$ cat src/rtl/sirp_pkg.sv
// shared constants and types for the sensor register port over i2c
// assumes a single 40 MHz system clock domain for all users of the package
package sirp_pkg;

  // ---------------------------------------------------------------
  // register file geometry
  // ---------------------------------------------------------------
  localparam int        DATA_W     = 8;
  localparam int        REG_ADDR_W = 4;
  localparam int        REG_COUNT  = 16;
  localparam int        ADDR_W     = 7;
  localparam int        SYNC_W     = 9;

  // ---------------------------------------------------------------
  // event flag register at address zero
  // ---------------------------------------------------------------
  localparam logic [REG_ADDR_W-1:0] FLAGS_ADDR  = 4'h0;
  localparam logic [DATA_W-1:0]     FLAG_MASK   = 8'hcf;
  localparam logic [DATA_W-1:0]     FLAG_RESET  = 8'h00;
  localparam int                    BIT_ZORIENT = 7;
  localparam int                    BIT_XYORIENT = 6;
  localparam int                    BIT_NEGY    = 3;
  localparam int                    BIT_POSY    = 2;
  localparam int                    BIT_NEGX    = 1;
  localparam int                    BIT_POSX    = 0;

  // ---------------------------------------------------------------
  // byte framing
  // ---------------------------------------------------------------
  localparam logic [3:0] BIT_LAST = 4'h7;
  localparam logic [3:0] BIT_FULL = 4'h8;

  // nine states need four bits of state code
  typedef enum logic [3:0] {
    ST_IDLE, ST_ADDR, ST_ADDR_ACK, ST_RX, ST_RX_ACK, ST_TX, ST_TX_ACK, ST_TX_NEXT, ST_IGNORE
  } sirp_state_e;

endpackage

$ cat src/rtl/sirp_reg_if.sv
// access strobes between the i2c engine and the user register storage
// assumes both ends run on the same clock
`timescale 1ns/1ps
`default_nettype none
interface sirp_reg_if;
  logic                             wrEn;
  logic                             rdEn;
  logic [sirp_pkg::REG_ADDR_W-1:0] addr;
  logic [sirp_pkg::DATA_W-1:0]     wdata;
  logic [sirp_pkg::DATA_W-1:0]     rdata;

  modport ctrl (output wrEn, output rdEn, output addr, output wdata, input rdata);
  modport mem  (input wrEn, input rdEn, input addr, input wdata, output rdata);
endinterface
`default_nettype wire

$ cat src/rtl/sirp_sync.sv
// two-flop synchroniser for a bundle of asynchronous levels
// assumes each bit is an independent level; no word coherence is given
`timescale 1ns/1ps
`default_nettype none
module sirp_sync #(
  parameter int        WIDTH = 2,
  parameter logic      INIT  = 1'b1
) (
  // system
  input  wire logic             clk,
  input  wire logic             sys_rst,
  // levels
  input  wire logic [WIDTH-1:0] d,
  output logic      [WIDTH-1:0] q
);
  logic [WIDTH-1:0] meta;

  if (WIDTH < 1) begin : g_chk
    $error("sirp_sync needs WIDTH of at least one");
  end

  // first stage feeds only the second
  always_ff @(posedge clk) begin
    if (sys_rst) begin
      meta <= {WIDTH{INIT}};
      q    <= {WIDTH{INIT}};
    end else begin
      meta <= d;
      q    <= meta;
    end
  end
endmodule
`default_nettype wire

$ cat src/rtl/sirp_regfile.sv
// storage for the general user registers, read data registered
// assumes the controller suppresses writes to the flag address itself
`timescale 1ns/1ps
`default_nettype none
module sirp_regfile #(
  parameter int DEPTH = sirp_pkg::REG_COUNT
) (
  // system
  input  wire logic clk,
  input  wire logic sys_rst,
  // access
  sirp_reg_if.mem   port
);
  logic [sirp_pkg::DATA_W-1:0] mem [DEPTH];

  if (DEPTH != (1 << sirp_pkg::REG_ADDR_W)) begin : g_chk
    $error("sirp_regfile depth must match the address counter range");
  end

  // ---------------------------------------------------------------
  // per-entry storage
  // ---------------------------------------------------------------
  for (genvar i = 0; i < DEPTH; i++) begin : g_ent
    always_ff @(posedge clk) begin
      if (sys_rst) begin
        mem[i] <= '0;
      end else if (port.wrEn && (port.addr == sirp_pkg::REG_ADDR_W'(i))) begin
        mem[i] <= port.wdata;
      end
    end
  end

  // read data holds until the next read request
  always_ff @(posedge clk) begin
    if (sys_rst) begin
      port.rdata <= '0;
    end else if (port.rdEn) begin
      port.rdata <= mem[port.addr];
    end
  end
endmodule
`default_nettype wire

$ cat src/rtl/sirp_i2c_slave.sv
// i2c slave port to the sixteen user registers of the sensor
// assumes scl, sda and the address straps are asynchronous pins and eventSet
// comes from detection logic on clk; the pad resolves sda from sdaOe
`timescale 1ns/1ps
`default_nettype none
module sirp_i2c_slave (
  // system
  input  wire logic                          clk,
  input  wire logic                          sys_rst,
  // i2c pins
  input  wire logic                          sclIn,
  input  wire logic                          sdaIn,
  output logic                               sdaOut,
  output logic                               sdaOe,
  // configuration
  input  wire logic [sirp_pkg::ADDR_W-1:0]   slaveAddr,
  // event sources and flags
  input  wire logic [sirp_pkg::DATA_W-1:0]   eventSet,
  output logic      [sirp_pkg::DATA_W-1:0]   eventFlags
);
  // ---------------------------------------------------------------
  // declarations
  // ---------------------------------------------------------------
  sirp_reg_if regPort ();

  logic [sirp_pkg::SYNC_W-1:0]     syncOut;
  logic                            sclS;
  logic                            sdaS;
  logic [sirp_pkg::ADDR_W-1:0]     addrS;
  logic                            sclD;
  logic                            sdaD;
  logic                            sclRise;
  logic                            sclFall;
  logic                            startCond;
  logic                            stopCond;
  sirp_pkg::sirp_state_e           state;
  logic [3:0]                      bitCnt;
  logic [sirp_pkg::DATA_W-1:0]     rxShift;
  logic [sirp_pkg::DATA_W-1:0]     txShift;
  logic                            rw;
  logic                            firstData;
  logic [sirp_pkg::REG_ADDR_W-1:0] addrCnt;
  logic                            zeroSel;
  logic [sirp_pkg::DATA_W-1:0]     clearReg;
  logic [sirp_pkg::DATA_W-1:0]     txLoad;
  logic                            addrMatch;
  logic                            rxByteDone;
  logic                            loadAddr;
  logic                            wrData;
  logic                            txByteDone;
  logic                            masterAck;
  logic                            rdReq;

  // ---------------------------------------------------------------
  // pin sampling and bus conditions
  // ---------------------------------------------------------------
  sirp_sync #(
    .WIDTH (sirp_pkg::SYNC_W),
    .INIT  (1'b1)
  ) u_sync (
    .clk     (clk),
    .sys_rst (sys_rst),
    .d       ({slaveAddr, sdaIn, sclIn}),
    .q       (syncOut)
  );

  assign sclS  = syncOut[0];
  assign sdaS  = syncOut[1];
  assign addrS = syncOut[sirp_pkg::SYNC_W-1:2];

  always_ff @(posedge clk) begin
    if (sys_rst) begin
      sclD <= 1'b1;
      sdaD <= 1'b1;
    end else begin
      sclD <= sclS;
      sdaD <= sdaS;
    end
  end

  // scl is sampled, never driven; 40 MHz gives ample margin for fast mode
  assign sclRise   = sclS && !sclD;
  assign sclFall   = !sclS && sclD;
  assign startCond = sclS && sclD && sdaD && !sdaS;
  assign stopCond  = sclS && sclD && !sdaD && sdaS;

  // ---------------------------------------------------------------
  // transfer events
  // ---------------------------------------------------------------
  assign addrMatch  = (state == sirp_pkg::ST_ADDR) && sclFall && (bitCnt == sirp_pkg::BIT_FULL)
                      && (rxShift[7:1] == addrS);
  assign rxByteDone = (state == sirp_pkg::ST_RX) && sclFall && (bitCnt == sirp_pkg::BIT_FULL);
  assign loadAddr   = rxByteDone && firstData;
  assign wrData     = rxByteDone && !firstData;
  assign txByteDone = (state == sirp_pkg::ST_TX) && sclFall && (bitCnt == sirp_pkg::BIT_LAST);
  assign masterAck  = (state == sirp_pkg::ST_TX_ACK) && sclRise && !sdaS;
  // fetch at address ack or after each master ack, well before the next fall
  assign rdReq      = (addrMatch && rxShift[0]) || masterAck;

  assign regPort.rdEn  = rdReq;
  assign regPort.wrEn  = wrData && (addrCnt != sirp_pkg::FLAGS_ADDR);
  assign regPort.addr  = addrCnt;
  assign regPort.wdata = rxShift;

  // register zero reads the live flags, others the stored bytes
  assign txLoad = zeroSel ? (eventFlags & sirp_pkg::FLAG_MASK) : regPort.rdata;

  sirp_regfile #(
    .DEPTH (sirp_pkg::REG_COUNT)
  ) u_regs (
    .clk     (clk),
    .sys_rst (sys_rst),
    .port    (regPort.mem)
  );

  // ---------------------------------------------------------------
  // protocol engine
  // ---------------------------------------------------------------
  assign sdaOut = 1'b0;  // open drain: only ever pulls low

  always_ff @(posedge clk) begin
    if (sys_rst) begin
      state     <= sirp_pkg::ST_IDLE;
      bitCnt    <= '0;
      rxShift   <= '0;
      txShift   <= '0;
      rw        <= 1'b0;
      firstData <= 1'b1;
      sdaOe     <= 1'b0;
    end else if (startCond) begin
      state     <= sirp_pkg::ST_ADDR;
      bitCnt    <= '0;
      firstData <= 1'b1;
      sdaOe     <= 1'b0;
    end else if (stopCond) begin
      state     <= sirp_pkg::ST_IDLE;
      sdaOe     <= 1'b0;
    end else begin
      case (state)
        sirp_pkg::ST_ADDR, sirp_pkg::ST_RX: begin
          if (sclRise) begin
            rxShift <= {rxShift[6:0], sdaS};
            bitCnt  <= bitCnt + 4'h1;
          end else if (sclFall && (bitCnt == sirp_pkg::BIT_FULL)) begin
            if (state == sirp_pkg::ST_RX) begin
              sdaOe     <= 1'b1;
              firstData <= 1'b0;
              state     <= sirp_pkg::ST_RX_ACK;
            end else if (addrMatch) begin
              sdaOe <= 1'b1;
              rw    <= rxShift[0];
              state <= sirp_pkg::ST_ADDR_ACK;
            end else begin
              state <= sirp_pkg::ST_IGNORE;
            end
          end
        end
        sirp_pkg::ST_ADDR_ACK: begin
          if (sclFall) begin
            bitCnt <= '0;
            if (rw) begin
              txShift <= txLoad;
              sdaOe   <= !txLoad[7];
              state   <= sirp_pkg::ST_TX;
            end else begin
              sdaOe <= 1'b0;
              state <= sirp_pkg::ST_RX;
            end
          end
        end
        sirp_pkg::ST_RX_ACK: begin
          if (sclFall) begin
            sdaOe  <= 1'b0;
            bitCnt <= '0;
            state  <= sirp_pkg::ST_RX;
          end
        end
        sirp_pkg::ST_TX: begin
          if (sclFall) begin
            if (bitCnt == sirp_pkg::BIT_LAST) begin
              sdaOe <= 1'b0;
              state <= sirp_pkg::ST_TX_ACK;
            end else begin
              txShift <= {txShift[6:0], 1'b0};
              sdaOe   <= !txShift[6];
              bitCnt  <= bitCnt + 4'h1;
            end
          end
        end
        sirp_pkg::ST_TX_ACK: begin
          if (sclRise) begin
            // a nack marks the last byte: stay off the line until start or stop
            state <= sdaS ? sirp_pkg::ST_IGNORE : sirp_pkg::ST_TX_NEXT;
          end
        end
        sirp_pkg::ST_TX_NEXT: begin
          if (sclFall) begin
            txShift <= txLoad;
            sdaOe   <= !txLoad[7];
            bitCnt  <= '0;
            state   <= sirp_pkg::ST_TX;
          end
        end
        sirp_pkg::ST_IDLE, sirp_pkg::ST_IGNORE: begin
          sdaOe <= 1'b0;
        end
        default: begin
          state <= sirp_pkg::ST_IDLE;
          sdaOe <= 1'b0;
        end
      endcase
    end
  end

  // ---------------------------------------------------------------
  // register address counter
  // ---------------------------------------------------------------
  // four bits wide, so it wraps from 0x0f back to 0x00
  always_ff @(posedge clk) begin
    if (sys_rst) begin
      addrCnt <= sirp_pkg::FLAGS_ADDR;
    end else if (loadAddr) begin
      addrCnt <= rxShift[sirp_pkg::REG_ADDR_W-1:0];
    end else if (wrData || txByteDone) begin
      addrCnt <= addrCnt + 1'b1;
    end
  end

  always_ff @(posedge clk) begin
    if (sys_rst) begin
      zeroSel <= 1'b0;
    end else if (rdReq) begin
      zeroSel <= (addrCnt == sirp_pkg::FLAGS_ADDR);
    end
  end

  // ---------------------------------------------------------------
  // event flags and their self-clearing clear register
  // ---------------------------------------------------------------
  always_ff @(posedge clk) begin
    if (sys_rst) begin
      clearReg <= '0;
    end else if (wrData && (addrCnt == sirp_pkg::FLAGS_ADDR)) begin
      clearReg <= rxShift & sirp_pkg::FLAG_MASK;
    end else begin
      clearReg <= '0;
    end
  end

  // a new event in the clearing cycle survives: set wins over clear
  always_ff @(posedge clk) begin
    if (sys_rst) begin
      eventFlags <= sirp_pkg::FLAG_RESET;
    end else begin
      eventFlags <= ((eventFlags & ~clearReg) | eventSet) & sirp_pkg::FLAG_MASK;
    end
  end

  // ---------------------------------------------------------------
  // checks
  // ---------------------------------------------------------------
  a_sda_scl_low: assert property (@(posedge clk) disable iff (sys_rst)
    $changed(sdaOe) |-> ($past(sclFall) || $past(startCond) || $past(stopCond)))
    else $error("sda drive changed outside scl low");

  a_start_restart: assert property (@(posedge clk) disable iff (sys_rst)
    startCond |=> (state == sirp_pkg::ST_ADDR) && (bitCnt == 4'h0) && !sdaOe)
    else $error("start did not restart address decoding");

  a_idle_released: assert property (@(posedge clk) disable iff (sys_rst)
    stopCond |=> (state == sirp_pkg::ST_IDLE) ##1 !sdaOe)
    else $error("sda held after stop");

  a_tx_msb_first: assert property (@(posedge clk) disable iff (sys_rst)
    (state == sirp_pkg::ST_TX) |-> (sdaOe == !txShift[7]))
    else $error("transmit bit not msb of shift register");

  a_rx_ack_hold: assert property (@(posedge clk) disable iff (sys_rst)
    (state == sirp_pkg::ST_RX_ACK) && !sclFall && !startCond && !stopCond |=> sdaOe)
    else $error("acknowledge released early");

  a_nack_release: assert property (@(posedge clk) disable iff (sys_rst)
    (state == sirp_pkg::ST_TX_ACK) && sclRise && sdaS && !startCond && !stopCond
    |=> (state == sirp_pkg::ST_IGNORE) ##1 !sdaOe)
    else $error("sda not released after master nack");

  a_addr_ack: assert property (@(posedge clk) disable iff (sys_rst)
    addrMatch && !startCond && !stopCond |=> sdaOe && (state == sirp_pkg::ST_ADDR_ACK))
    else $error("matching address not acknowledged");

  a_mismatch_quiet: assert property (@(posedge clk) disable iff (sys_rst)
    (state == sirp_pkg::ST_IGNORE) |=> !sdaOe)
    else $error("drove sda after address mismatch");

  a_wr_advance: assert property (@(posedge clk) disable iff (sys_rst)
    wrData |=> (addrCnt == ($past(addrCnt) + 1'b1)))
    else $error("address counter did not advance after write");

  a_rd_advance: assert property (@(posedge clk) disable iff (sys_rst)
    txByteDone |=> (addrCnt == ($past(addrCnt) + 1'b1)))
    else $error("address counter did not advance after read byte");

  a_addr_load: assert property (@(posedge clk) disable iff (sys_rst)
    loadAddr |=> (addrCnt == $past(rxShift[3:0])))
    else $error("first written byte not loaded into counter");

  a_zero_no_store: assert property (@(posedge clk) disable iff (sys_rst)
    regPort.wrEn |-> (regPort.addr != sirp_pkg::FLAGS_ADDR))
    else $error("write reached storage at flag address");

  a_clear_flag: assert property (@(posedge clk) disable iff (sys_rst)
    (wrData && (addrCnt == sirp_pkg::FLAGS_ADDR)) ##1 (eventSet == 8'h00)
    |=> ((eventFlags & $past(clearReg)) == 8'h00) ##1 (clearReg == 8'h00))
    else $error("clear did not remove flag or did not self-clear");

  a_set_wins: assert property (@(posedge clk) disable iff (sys_rst)
    ((eventSet & sirp_pkg::FLAG_MASK) != 8'h00)
    |=> ((eventFlags & $past(eventSet & sirp_pkg::FLAG_MASK))
         == $past(eventSet & sirp_pkg::FLAG_MASK)))
    else $error("event lost");

  a_flag_reserved: assert property (@(posedge clk) disable iff (sys_rst)
    (eventFlags & ~sirp_pkg::FLAG_MASK) == 8'h00)
    else $error("reserved flag bits not zero");

  a_open_drain: assert property (@(posedge clk) disable iff (sys_rst)
    sdaOut == 1'b0)
    else $error("sda driven high");
endmodule
`default_nettype wire

$ cat config.mk
export PLATFORM = sky130hd
export DESIGN_NAME = sirp_i2c_slave
export DESIGN_NICKNAME = d
export VERILOG_FILES = /design/src/rtl/sirp_pkg.sv /design/src/rtl/sirp_reg_if.sv /design/src/rtl/sirp_sync.sv /design/src/rtl/sirp_regfile.sv /design/src/rtl/sirp_i2c_slave.sv
export SDC_FILE = /design/constraint.sdc
export NUM_CORES = 1
export LEC_CHECK = 0
export BUFFER_PORTS_ARGS = -buffer_cell sky130_fd_sc_hd__buf_2
export CELL_PAD_IN_SITES_DETAIL_PLACEMENT = 0
export CELL_PAD_IN_SITES_GLOBAL_PLACEMENT = 1
export CORE_ASPECT_RATIO = 0.8
export CORE_MARGIN = 8
export CORE_UTILIZATION = 52
export DETAILED_ROUTE_END_ITERATION = 10
export PLACE_DENSITY_LB_ADDON = 0.1
export REMOVE_ABC_BUFFERS = 1
export SYNTH_ARGS = -nofsm -noshare
export SYNTH_HDL_FRONTEND = slang
export SYNTH_SLANG_ARGS = --single-unit
$ cat constraint.sdc
create_clock -name clk -period 2.9 [get_ports clk]
set_clock_uncertainty 0.1 [all_clocks]
set_input_delay 0.29 -clock clk [delete_from_list [all_inputs] [get_ports clk]]
set_output_delay 0.29 -clock clk [all_outputs]
set_load 0.005 [all_outputs]
==> results of run 1 <==
[cell families (layout without fill, tap and decap cells)]
group / count (synthesis) / in the layout / share of synthesized area (%)
mux: 62 / 62 / 10.91
buf+inv: 68 / 105 / 3.686
flops: 199 / 199 / 56.20
fa+ha+maj: 6 / 6 / 0.8014
other cells: 1 / 11 / 0.04003
compound gates: 95 / 95 / 7.199
simple gates: 300 / 300 / 20.14
xor+xnor: 10 / 10 / 1.015
[layer usage]
metal  vias up  global-route usage, %  share of wire (%)  wire [um]
met5         -                      0                  0          0
met4         0                  5.542                1.4        291
met3        21                  4.759                6.1       1259
met2       157                  28.27                 46       9377
met1      2845                  26.27                 47       9649
li1       2713                      -                  -          -
[placed cells by master (no fill, tap or decap), types with 6 or more instances in the layout]
master	n
and2_1	133
edfxtp_1	128
dfxtp_1	70
nor2_1	36
nand2_1	32
mux4_2	32
mux2i_1	29
buf_2	23
or2_2	20
clkbuf_16	20
a21oi_1	19
buf_4	19
a22oi_1	18
a21o_1	16
inv_1	15
nor2_4	15
dlygate4sd3_1	15
nand2b_1	11
conb_1	11
o21ai_0	10
xor2_1	9
inv_6	7
nor2b_1	6
ha_1	6
[flip-flops by register name (all words and copies together) (netlist names)]
register	cells
zeroSel	1
firstData	1
u_sync.q	9
clearReg	6
eventFlags	6
state	4
rw	1
sdaD	1
sclD	1
txShift	7
addrCnt	4
regPort.wdata	8
u_sync.meta	9
sdaOe	1
bitCnt	4
u_regs.mem	128
u_regs.port.rdata	8
[worst max-delay path: stages (launching register included)]
cell,delay (ns)
dfxtp_1,0.34
inv_1,0.08
ha_1,0.17
and3b_1,0.25
and4_1,0.44
and2_1,0.27
a21o_1,0.39
[per-stage QoR]
stage	instances	TNS (ns)
finish	1018	0
global route	1018	0
CTS	1018	0
detailed placement	971	0
global placement	971	0
floorplan	698	-13.68
[power breakdown]
part / switching (mW) / leakage, nW / total [mW] / internal, mW
sequential: 0.0458 / 1.80 / 3.18 / 3.13
clock: 1.11 / 0.309 / 2.44 / 1.33
combinational: 0.312 / 1.77 / 0.527 / 0.215
total: 1.47 / 3.88 / 6.15 / 4.68
[worst paths after layout]
path	to	slack, ns	cells after the start
min reg2reg	u_sync.q[4]$_SDFF_PP1_	0.31	1
min	u_sync.q[4]$_SDFF_PP1_	0.31	1
max reg2reg	u_regs.mem[7][1]$_SDFFCE_PN0P_	0.51	6
max	u_regs.mem[7][1]$_SDFFCE_PN0P_	0.51	6
[area by class of cell]
type | count | area [um^2]
clock inverter | 10 | 90.09
sequential | 199 | 5266
inverter | 15 | 56.30
timing repair buffer | 58 | 427.9
fill | 1433 | 7435
tap | 230 | 287.8
clock buffer | 22 | 528.0
multi-input combinational | 484 | 3801
==> qor.csv, run 1 <==
metric;value;unit
worstSetupEndpointType;register;
fmax;418.5;MHz
status;complete, no violations;
ys_ff_latch;199;
grt-ovfl-total;0;
p_total;6.145;mW
io_buffers;23;
drv_cap;0;
die_h;136.1;um
post-route-util;58.45;%
cts.clk_slew.worst_paths;0.07;ns
first_pass_iters;5;
hold_viol_final;0;
grt_max_degree;49;
syn_area;9368;um^2
clk_latency;0.44;ns
yosysWarnings;0;
vias;5736;
start_util;52.36;%
cts_resized;0;
core_area;17890;um^2
yosysTopAreaCell;edfxtp_1;
ir_drop;0.3672;mV
crit_path_start;bitCnt[0]$_SDFFE_PP0P_;
route.detailed.drc;0;
hp-start;u_sync.meta[4]$_SDFF_PP1_;
setup_ws;0.5105;ns
dieArea;22590;um^2
wl_per_cell;20.21;um
antenna_found_initial;0;
drt_wl_total;20580;um
drive_gt1_share;20.81;%
diodes;0;
ant_nets;0;
synth_most_common_cell;and2_1;
finalSetupViolCount;0;
p_leak;3.875;nW
gr-usage-all-layers;18.70;%
cts.sinks;199;
ctsHoldBuffers;15;
critPathLaunchType;register;
syn_inst;741;
worstMarginPinSlew;0.7797;ns
ys.flop_type;edfxtp_1;
critical_path.max_fanout;8;
preCtsSetupSlack;0.5298;ns
grt_pass1_wl;31840;um
synth_cell_type_count;71;
die_w;166.1;um
synth-edff-count;128;
synthTopCellsByCount;and2_1, edfxtp_1, dfxtp_1, nor2_1;
ios;29;
hp-class;register to register;
place_area;9689;um^2
cts_buffers;17;
fin_hold_ws;0.3064;ns
nNetsFinal;800;
max_slew_margin;47.95;%
tritoncts;built;
grt_pass1_vias;5551;
rsz0062_at_grt;false;
min_period_over_period;82.40;%
ys_seq_area_share;56.20;%
via_per_inst;5.635;
path_class;register to register;
power_density;587.7;nW/um^2
syn2layout_area_growth;11.63;%
clockBufferDepth;2;
gp_congestion;0.8488;
finalCriticalPeriod;2.389;ns
syn_avg_cell_area;12.64;um^2
cts_root_buffer;clkbuf_16;
dp_hpwl;13760;um
synth_area_leaders;edfxtp_1, dfxtp_1, and2_1;
synthArstFlopShare;0;%
synth_top_cell_area_share;41.03;%
cp.required;2.89;ns
drv_slew;0;
crit-reg2reg-launch;bitCnt[0]$_SDFFE_PP0P_;
postLayoutCellArea;10460;um^2
drt_iter0_markers;474;
ctsHtreeMaxLevel;4;
post_cts_buffers;0;
rows;44;
cp.arrival;2.38;ns
No activity file was read; power rests on OpenSTA's default activity.
==> inputs of run 2 (changes only) <==
==> constraint.sdc (replaced) <==
create_clock -name clk -period 2.35 [get_ports clk]
set_clock_uncertainty 0.1 [all_clocks]
set_input_delay 0.235 -clock clk [delete_from_list [all_inputs] [get_ports clk]]
set_output_delay 0.235 -clock clk [all_outputs]
set_load 0.005 [all_outputs]
==> run 2 against run 1 <==
- critical endpoint is now u_regs.mem[1][1]$_SDFFCE_PN0P_
- highest routed layer unchanged
- global-route usage rose by 0.29 points
- first-iteration DRC count rose by 2.5%
- non-clock buffer count rose by 18
==> qor.csv, run 2 (same netlist as run 1, synthesis figures left out) <==
metric;value;unit
status;complete, no violations;
finalCriticalPeriod;2.183;ns
drive_gt1_share;23.70;%
first_pass_iters;5;
clk_latency;0.44;ns
ir_drop;0.5238;mV
largest_reg_flops;128;
worstSetupEndpointType;register;
start_util;52.36;%
grt-ovfl-total;0;
rsz0062_at_grt;false;
fin_setup_tns;0;ns
crit-reg2reg-launch;bitCnt[0]$_SDFFE_PP0P_;
route.detailed.drc;0;
use_met1;27.78;%
fin_cells;1036;
grt_pass1_wl;32620;um
hold_viol_final;0;
grt_use_met2;28.78;%
r2r_slack;0.17;ns
cts.clk_slew.worst_paths;0.08;ns
grt_max_degree;79;
die_w;166.1;um
dp_hpwl;14240;um
path_class;register to register;
cts.sinks;199;
reg2reg_depth;8;
crit_path_start;bitCnt[0]$_SDFFE_PP0P_;
finalSetupViolCount;0;
gr-usage-all-layers;19.00;%
layout_commonest_cell;and2_1;
power_density;697.0;nW/um^2
worstMarginPinSlew;0.5769;ns
layout_common_cells;and2_1, edfxtp_1, dfxtp_1;
cts_root_buffer;clkbuf_16;
wl_per_cell;20.27;um
cp.required;2.55;ns
fin_hold_ws;0.09217;ns
vias;5839;
via_per_inst;5.636;
critical_path.max_fanout;8;
fillers;1385;
largest_register;u_regs.mem;
gp_congestion;0.8502;
reg2reg_to;u_regs.mem[1][1]$_SDFFCE_PN0P_;
p_total;7.418;mW
hp-class;input port to register;
critPathLaunchType;register;
io_buffers;23;
drt_wl_total;21000;um
cts_buffers;17;
nNetsFinal;818;
seq_area;5266;um^2
post_cts_buffers;0;
whs_path_depth;1;
p_leak;3.963;nW
met3_usage;3.482;%
die_h;136.1;um
grt_pass1_vias;5596;
tritoncts;built;
post-route-util;59.48;%
syn2layout_area_growth;13.61;%
globalRoute.busiestLayer;met2;
reg_top3;u_regs.mem x128, u_sync.meta x9, u_sync.q x9;
rows;44;
diodes;0;
multi_input_area;3812;um^2
core_area;17890;um^2
clockBufferDepth;2;
drt_iter0_markers;486;
fmax;458.1;MHz
antenna_found_initial;0;
ant_nets;0;
ios;29;
max_slew_margin;61.46;%
ctsHtreeMaxLevel;4;
dieArea;22590;um^2
cp.arrival;2.38;ns
endpoint;u_regs.mem[1][1]$_SDFFCE_PN0P_;
min_period_over_period;92.89;%
drv_cap;0;
dp.cells;989;
drv_slew;0;
run 2: cell count changes in the layout (fill, tap and decap cells not counted), sizes merged:
cell,before,now
buf,43,61
clkbuf,22,17
clkinv,0,5
run 2: through the flow:
| step | area, um^2 | setup slack, ns |
|---|---|---|
| after floorplan | 9116 | -0.8382 |
| after global placement | 9925 | 0.1373 |
| after detailed placement | 9925 | 0.09630 |
| after CTS | 10630 | 0.07112 |
| after global routing | 10640 | 0.04183 |
| final | 10640 | 0.1671 |
run 2: power by group:
group	internal (mW)	leakage, nW	switching [mW]
sequential	3.86	1.80	0.0589
clock	1.40	0.282	1.40
combinational	0.295	1.88	0.394
run 2: worst max-delay path: stages, from the launching register on:
cell	delay (ns)
dfxtp_1	0.34
inv_1	0.08
ha_1	0.16
and3b_1	0.27
and4_1	0.34
buf_4	0.20
nand3b_4	0.13
nor2_4	0.24
and2_1	0.17
run 2: timing repair:
| item | 4_1_cts | 5_1_grt |
|---|---|---|
| endpoints found under the hold margin | 15 | 0 |
| hold buffers | 15 | 0 |
| resized for setup | 0 | 9 |
| endpoints found under the setup margin | 0 | 65 |
run 2: worst min path at each step:
| stage | start | to | slack [ns] |
|---|---|---|---|
| after global routing | sys_rst | u_regs.mem[0][5]$_SDFFCE_PN0P_ | 0.07 |
| after floorplan | sys_rst | zeroSel$_SDFFE_PP0P_ | 0.20 |
| after detailed placement | u_sync.meta[4]$_SDFF_PP1_ | u_sync.q[4]$_SDFF_PP1_ | 0.30 |
| final | sys_rst | u_regs.mem[0][5]$_SDFFCE_PN0P_ | 0.09 |
| after global placement | u_sync.meta[1]$_SDFF_PP1_ | u_sync.q[1]$_SDFF_PP1_ | 0.29 |
| after CTS | sys_rst | u_regs.mem[0][5]$_SDFFCE_PN0P_ | 0.07 |
run 2: final cells by class:
type | instances | area share, %
clock buffers | 17 | 3.997
clock inverters | 15 | 1.234
inverters | 15 | 0.5290
multi-input cells | 484 | 35.82
flip-flops and latches | 199 | 49.48
well taps | 230 | 2.704
repair buffers | 76 | 6.231
run 2: per-layer routing:
layer | routed length [um] | vias to the layer above
li1 | - | 2747
met1 | 10250 | 2881
met2 | 9339 | 193
met3 | 1208 | 18
met4 | 208 | 0
met5 | 0 | -
==> inputs of run 3 (changes only) <==
--- a/config.mk
+++ b/config.mk
@@ -12,6 +12,7 @@
 export CORE_MARGIN = 8
 export CORE_UTILIZATION = 52
 export DETAILED_ROUTE_END_ITERATION = 10
+export MAX_ROUTING_LAYER = met4
 export PLACE_DENSITY_LB_ADDON = 0.1
 export REMOVE_ABC_BUFFERS = 1
 export SYNTH_ARGS = -nofsm -noshare
==> run 3 against run 2 <==
- worst setup slack better by 0.0026 ns
- cell count unchanged
- sequential power is essentially flat
- largest cell class unchanged
- non-clock buffer count stayed put
- maximum frequency increased by 0.12%
- register-to-register slack barely moved
- power is essentially flat
- combinational power about the same
- worst hold slack got worse by 0.0037 ns
==> qor.csv, run 3 (same netlist as run 1, synthesis figures left out) <==
metric;value;unit
diodes;0;
ant_nets;0;
io_buffers;23;
status;complete, no violations;
worstSetupEndpointType;register;
start_util;52.36;%
largest_register;u_regs.mem;
die_w;166.1;um
dp_hpwl;14240;um
gp_congestion;0.8636;
hold_viol_final;0;
drv_slew;0;
drt_wl_total;21050;um
nNetsFinal;818;
grt-ovfl-total;0;
rsz0062_at_grt;false;
p_leak;3.963;nW
dieArea;22590;um^2
wl_per_cell;20.32;um
vias;5841;
tritoncts;built;
critPathLaunchType;register;
clockBufferDepth;2;
post_cts_buffers;0;
die_h;136.1;um
reg_top3;u_regs.mem x128, u_sync.meta x9, u_sync.q x9;
first_pass_iters;4;
finalSetupViolCount;0;
ios;29;
grt_pass1_wl;32670;um
largest_reg_flops;128;
min_period_over_period;92.78;%
gr-usage-all-layers;19.61;%
finalCriticalPeriod;2.180;ns
layout_commonest_cell;and2_1;
grt_max_degree;79;
hp-class;input port to register;
critical_path.max_fanout;8;
fmax;458.7;MHz
power_density;696.8;nW/um^2
worstMarginPinSlew;0.6123;ns
p_total;7.416;mW
cts_buffers;17;
cp.arrival;2.38;ns
drv_cap;0;
cts_root_buffer;clkbuf_16;
cts.sinks;199;
rows;44;
core_area;17890;um^2
ir_drop;0.5270;mV
drt_iter0_markers;500;
antenna_found_initial;0;
grt_pass1_vias;5581;
path_class;register to register;
route.detailed.drc;0;
ctsHtreeMaxLevel;4;
layout_common_cells;and2_1, edfxtp_1, dfxtp_1;
drive_gt1_share;23.70;%
via_per_inst;5.638;
preCtsSetupSlack;0.09630;ns
cts.clk_slew.worst_paths;0.07;ns
fillers;1385;
cp.required;2.55;ns
max_slew_margin;59.10;%
clk_latency;0.44;ns
syn2layout_area_growth;13.61;%
setup_ws;0.1697;ns
## run 3: worst paths after layout
kind | start | endpoint | slack [ns] | depth (start not counted)
worst min-delay path | sys_rst | u_regs.mem[0][5]$_SDFFCE_PN0P_ | 0.09 | 1
worst min register to register | u_sync.meta[7]$_SDFF_PP1_ | u_sync.q[7]$_SDFF_PP1_ | 0.32 | 1
worst max-delay path | bitCnt[0]$_SDFFE_PP0P_ | u_regs.mem[1][1]$_SDFFCE_PN0P_ | 0.17 | 8
worst max register to register | bitCnt[0]$_SDFFE_PP0P_ | u_regs.mem[1][1]$_SDFFCE_PN0P_ | 0.17 | 8
## run 3: final cells by class
| class | count | area (um^2) | share of cell area, % |
|---|---|---|---|
| repair buffers | 76 | 663.1 | 6.231 |
| clock inverters | 15 | 131.4 | 1.234 |
| clock buffers | 17 | 425.4 | 3.997 |
| inverters | 15 | 56.30 | 0.5290 |
| well taps | 230 | 287.8 | 2.704 |
| flip-flops and latches | 199 | 5266 | 49.48 |
| multi-input cells | 484 | 3812 | 35.82 |
## run 3: critical path, stage by stage (launching register included)
cell and delay, ns:
dfxtp_1 0.34, inv_1 0.08, ha_1 0.16, and3b_1 0.27, and4_1 0.34, buf_4 0.20
nand3b_4 0.13, nor2_4 0.24, and2_1 0.17
## run 3: timing repair
item,in CTS,in global routing
setup endpoints to repair,0,67
endpoints found under the hold margin,15,0
hold buffers,15,0
resized for setup,0,9
## run 3: per-stage QoR
| step | hold slack, ns | TNS, ns | cells | util (%) | area (um^2) |
|---|---|---|---|---|---|
| global route | 0.07391 | 0 | 1036 | 59.48 | 10640 |
| floorplan | 0.1974 | -133.72 | 698 | - | 9116 |
| detailed placement | 0.2983 | 0 | 989 | 55.47 | 9925 |
| CTS | 0.06529 | 0 | 1036 | 59.42 | 10630 |
| finish | 0.08852 | 0 | 1036 | 59.48 | 10640 |
| global placement | 0.2932 | 0 | 989 | 55.47 | 9925 |
## run 3: per-layer routing
metal  wire [um]  track usage, %  up-vias
li1            -               -     2745
met1       10280           28.00     2893
met2        9343           28.62      187
met3        1235           3.482       16
met4         189           4.836        0
met5           0               -        -
## run 3: power breakdown
group	total [mW]	switching, mW	leakage, nW	internal (mW)
combinational	0.690	0.395	1.88	0.295
sequential	3.92	0.0591	1.80	3.86
clock	2.80	1.40	0.282	1.40
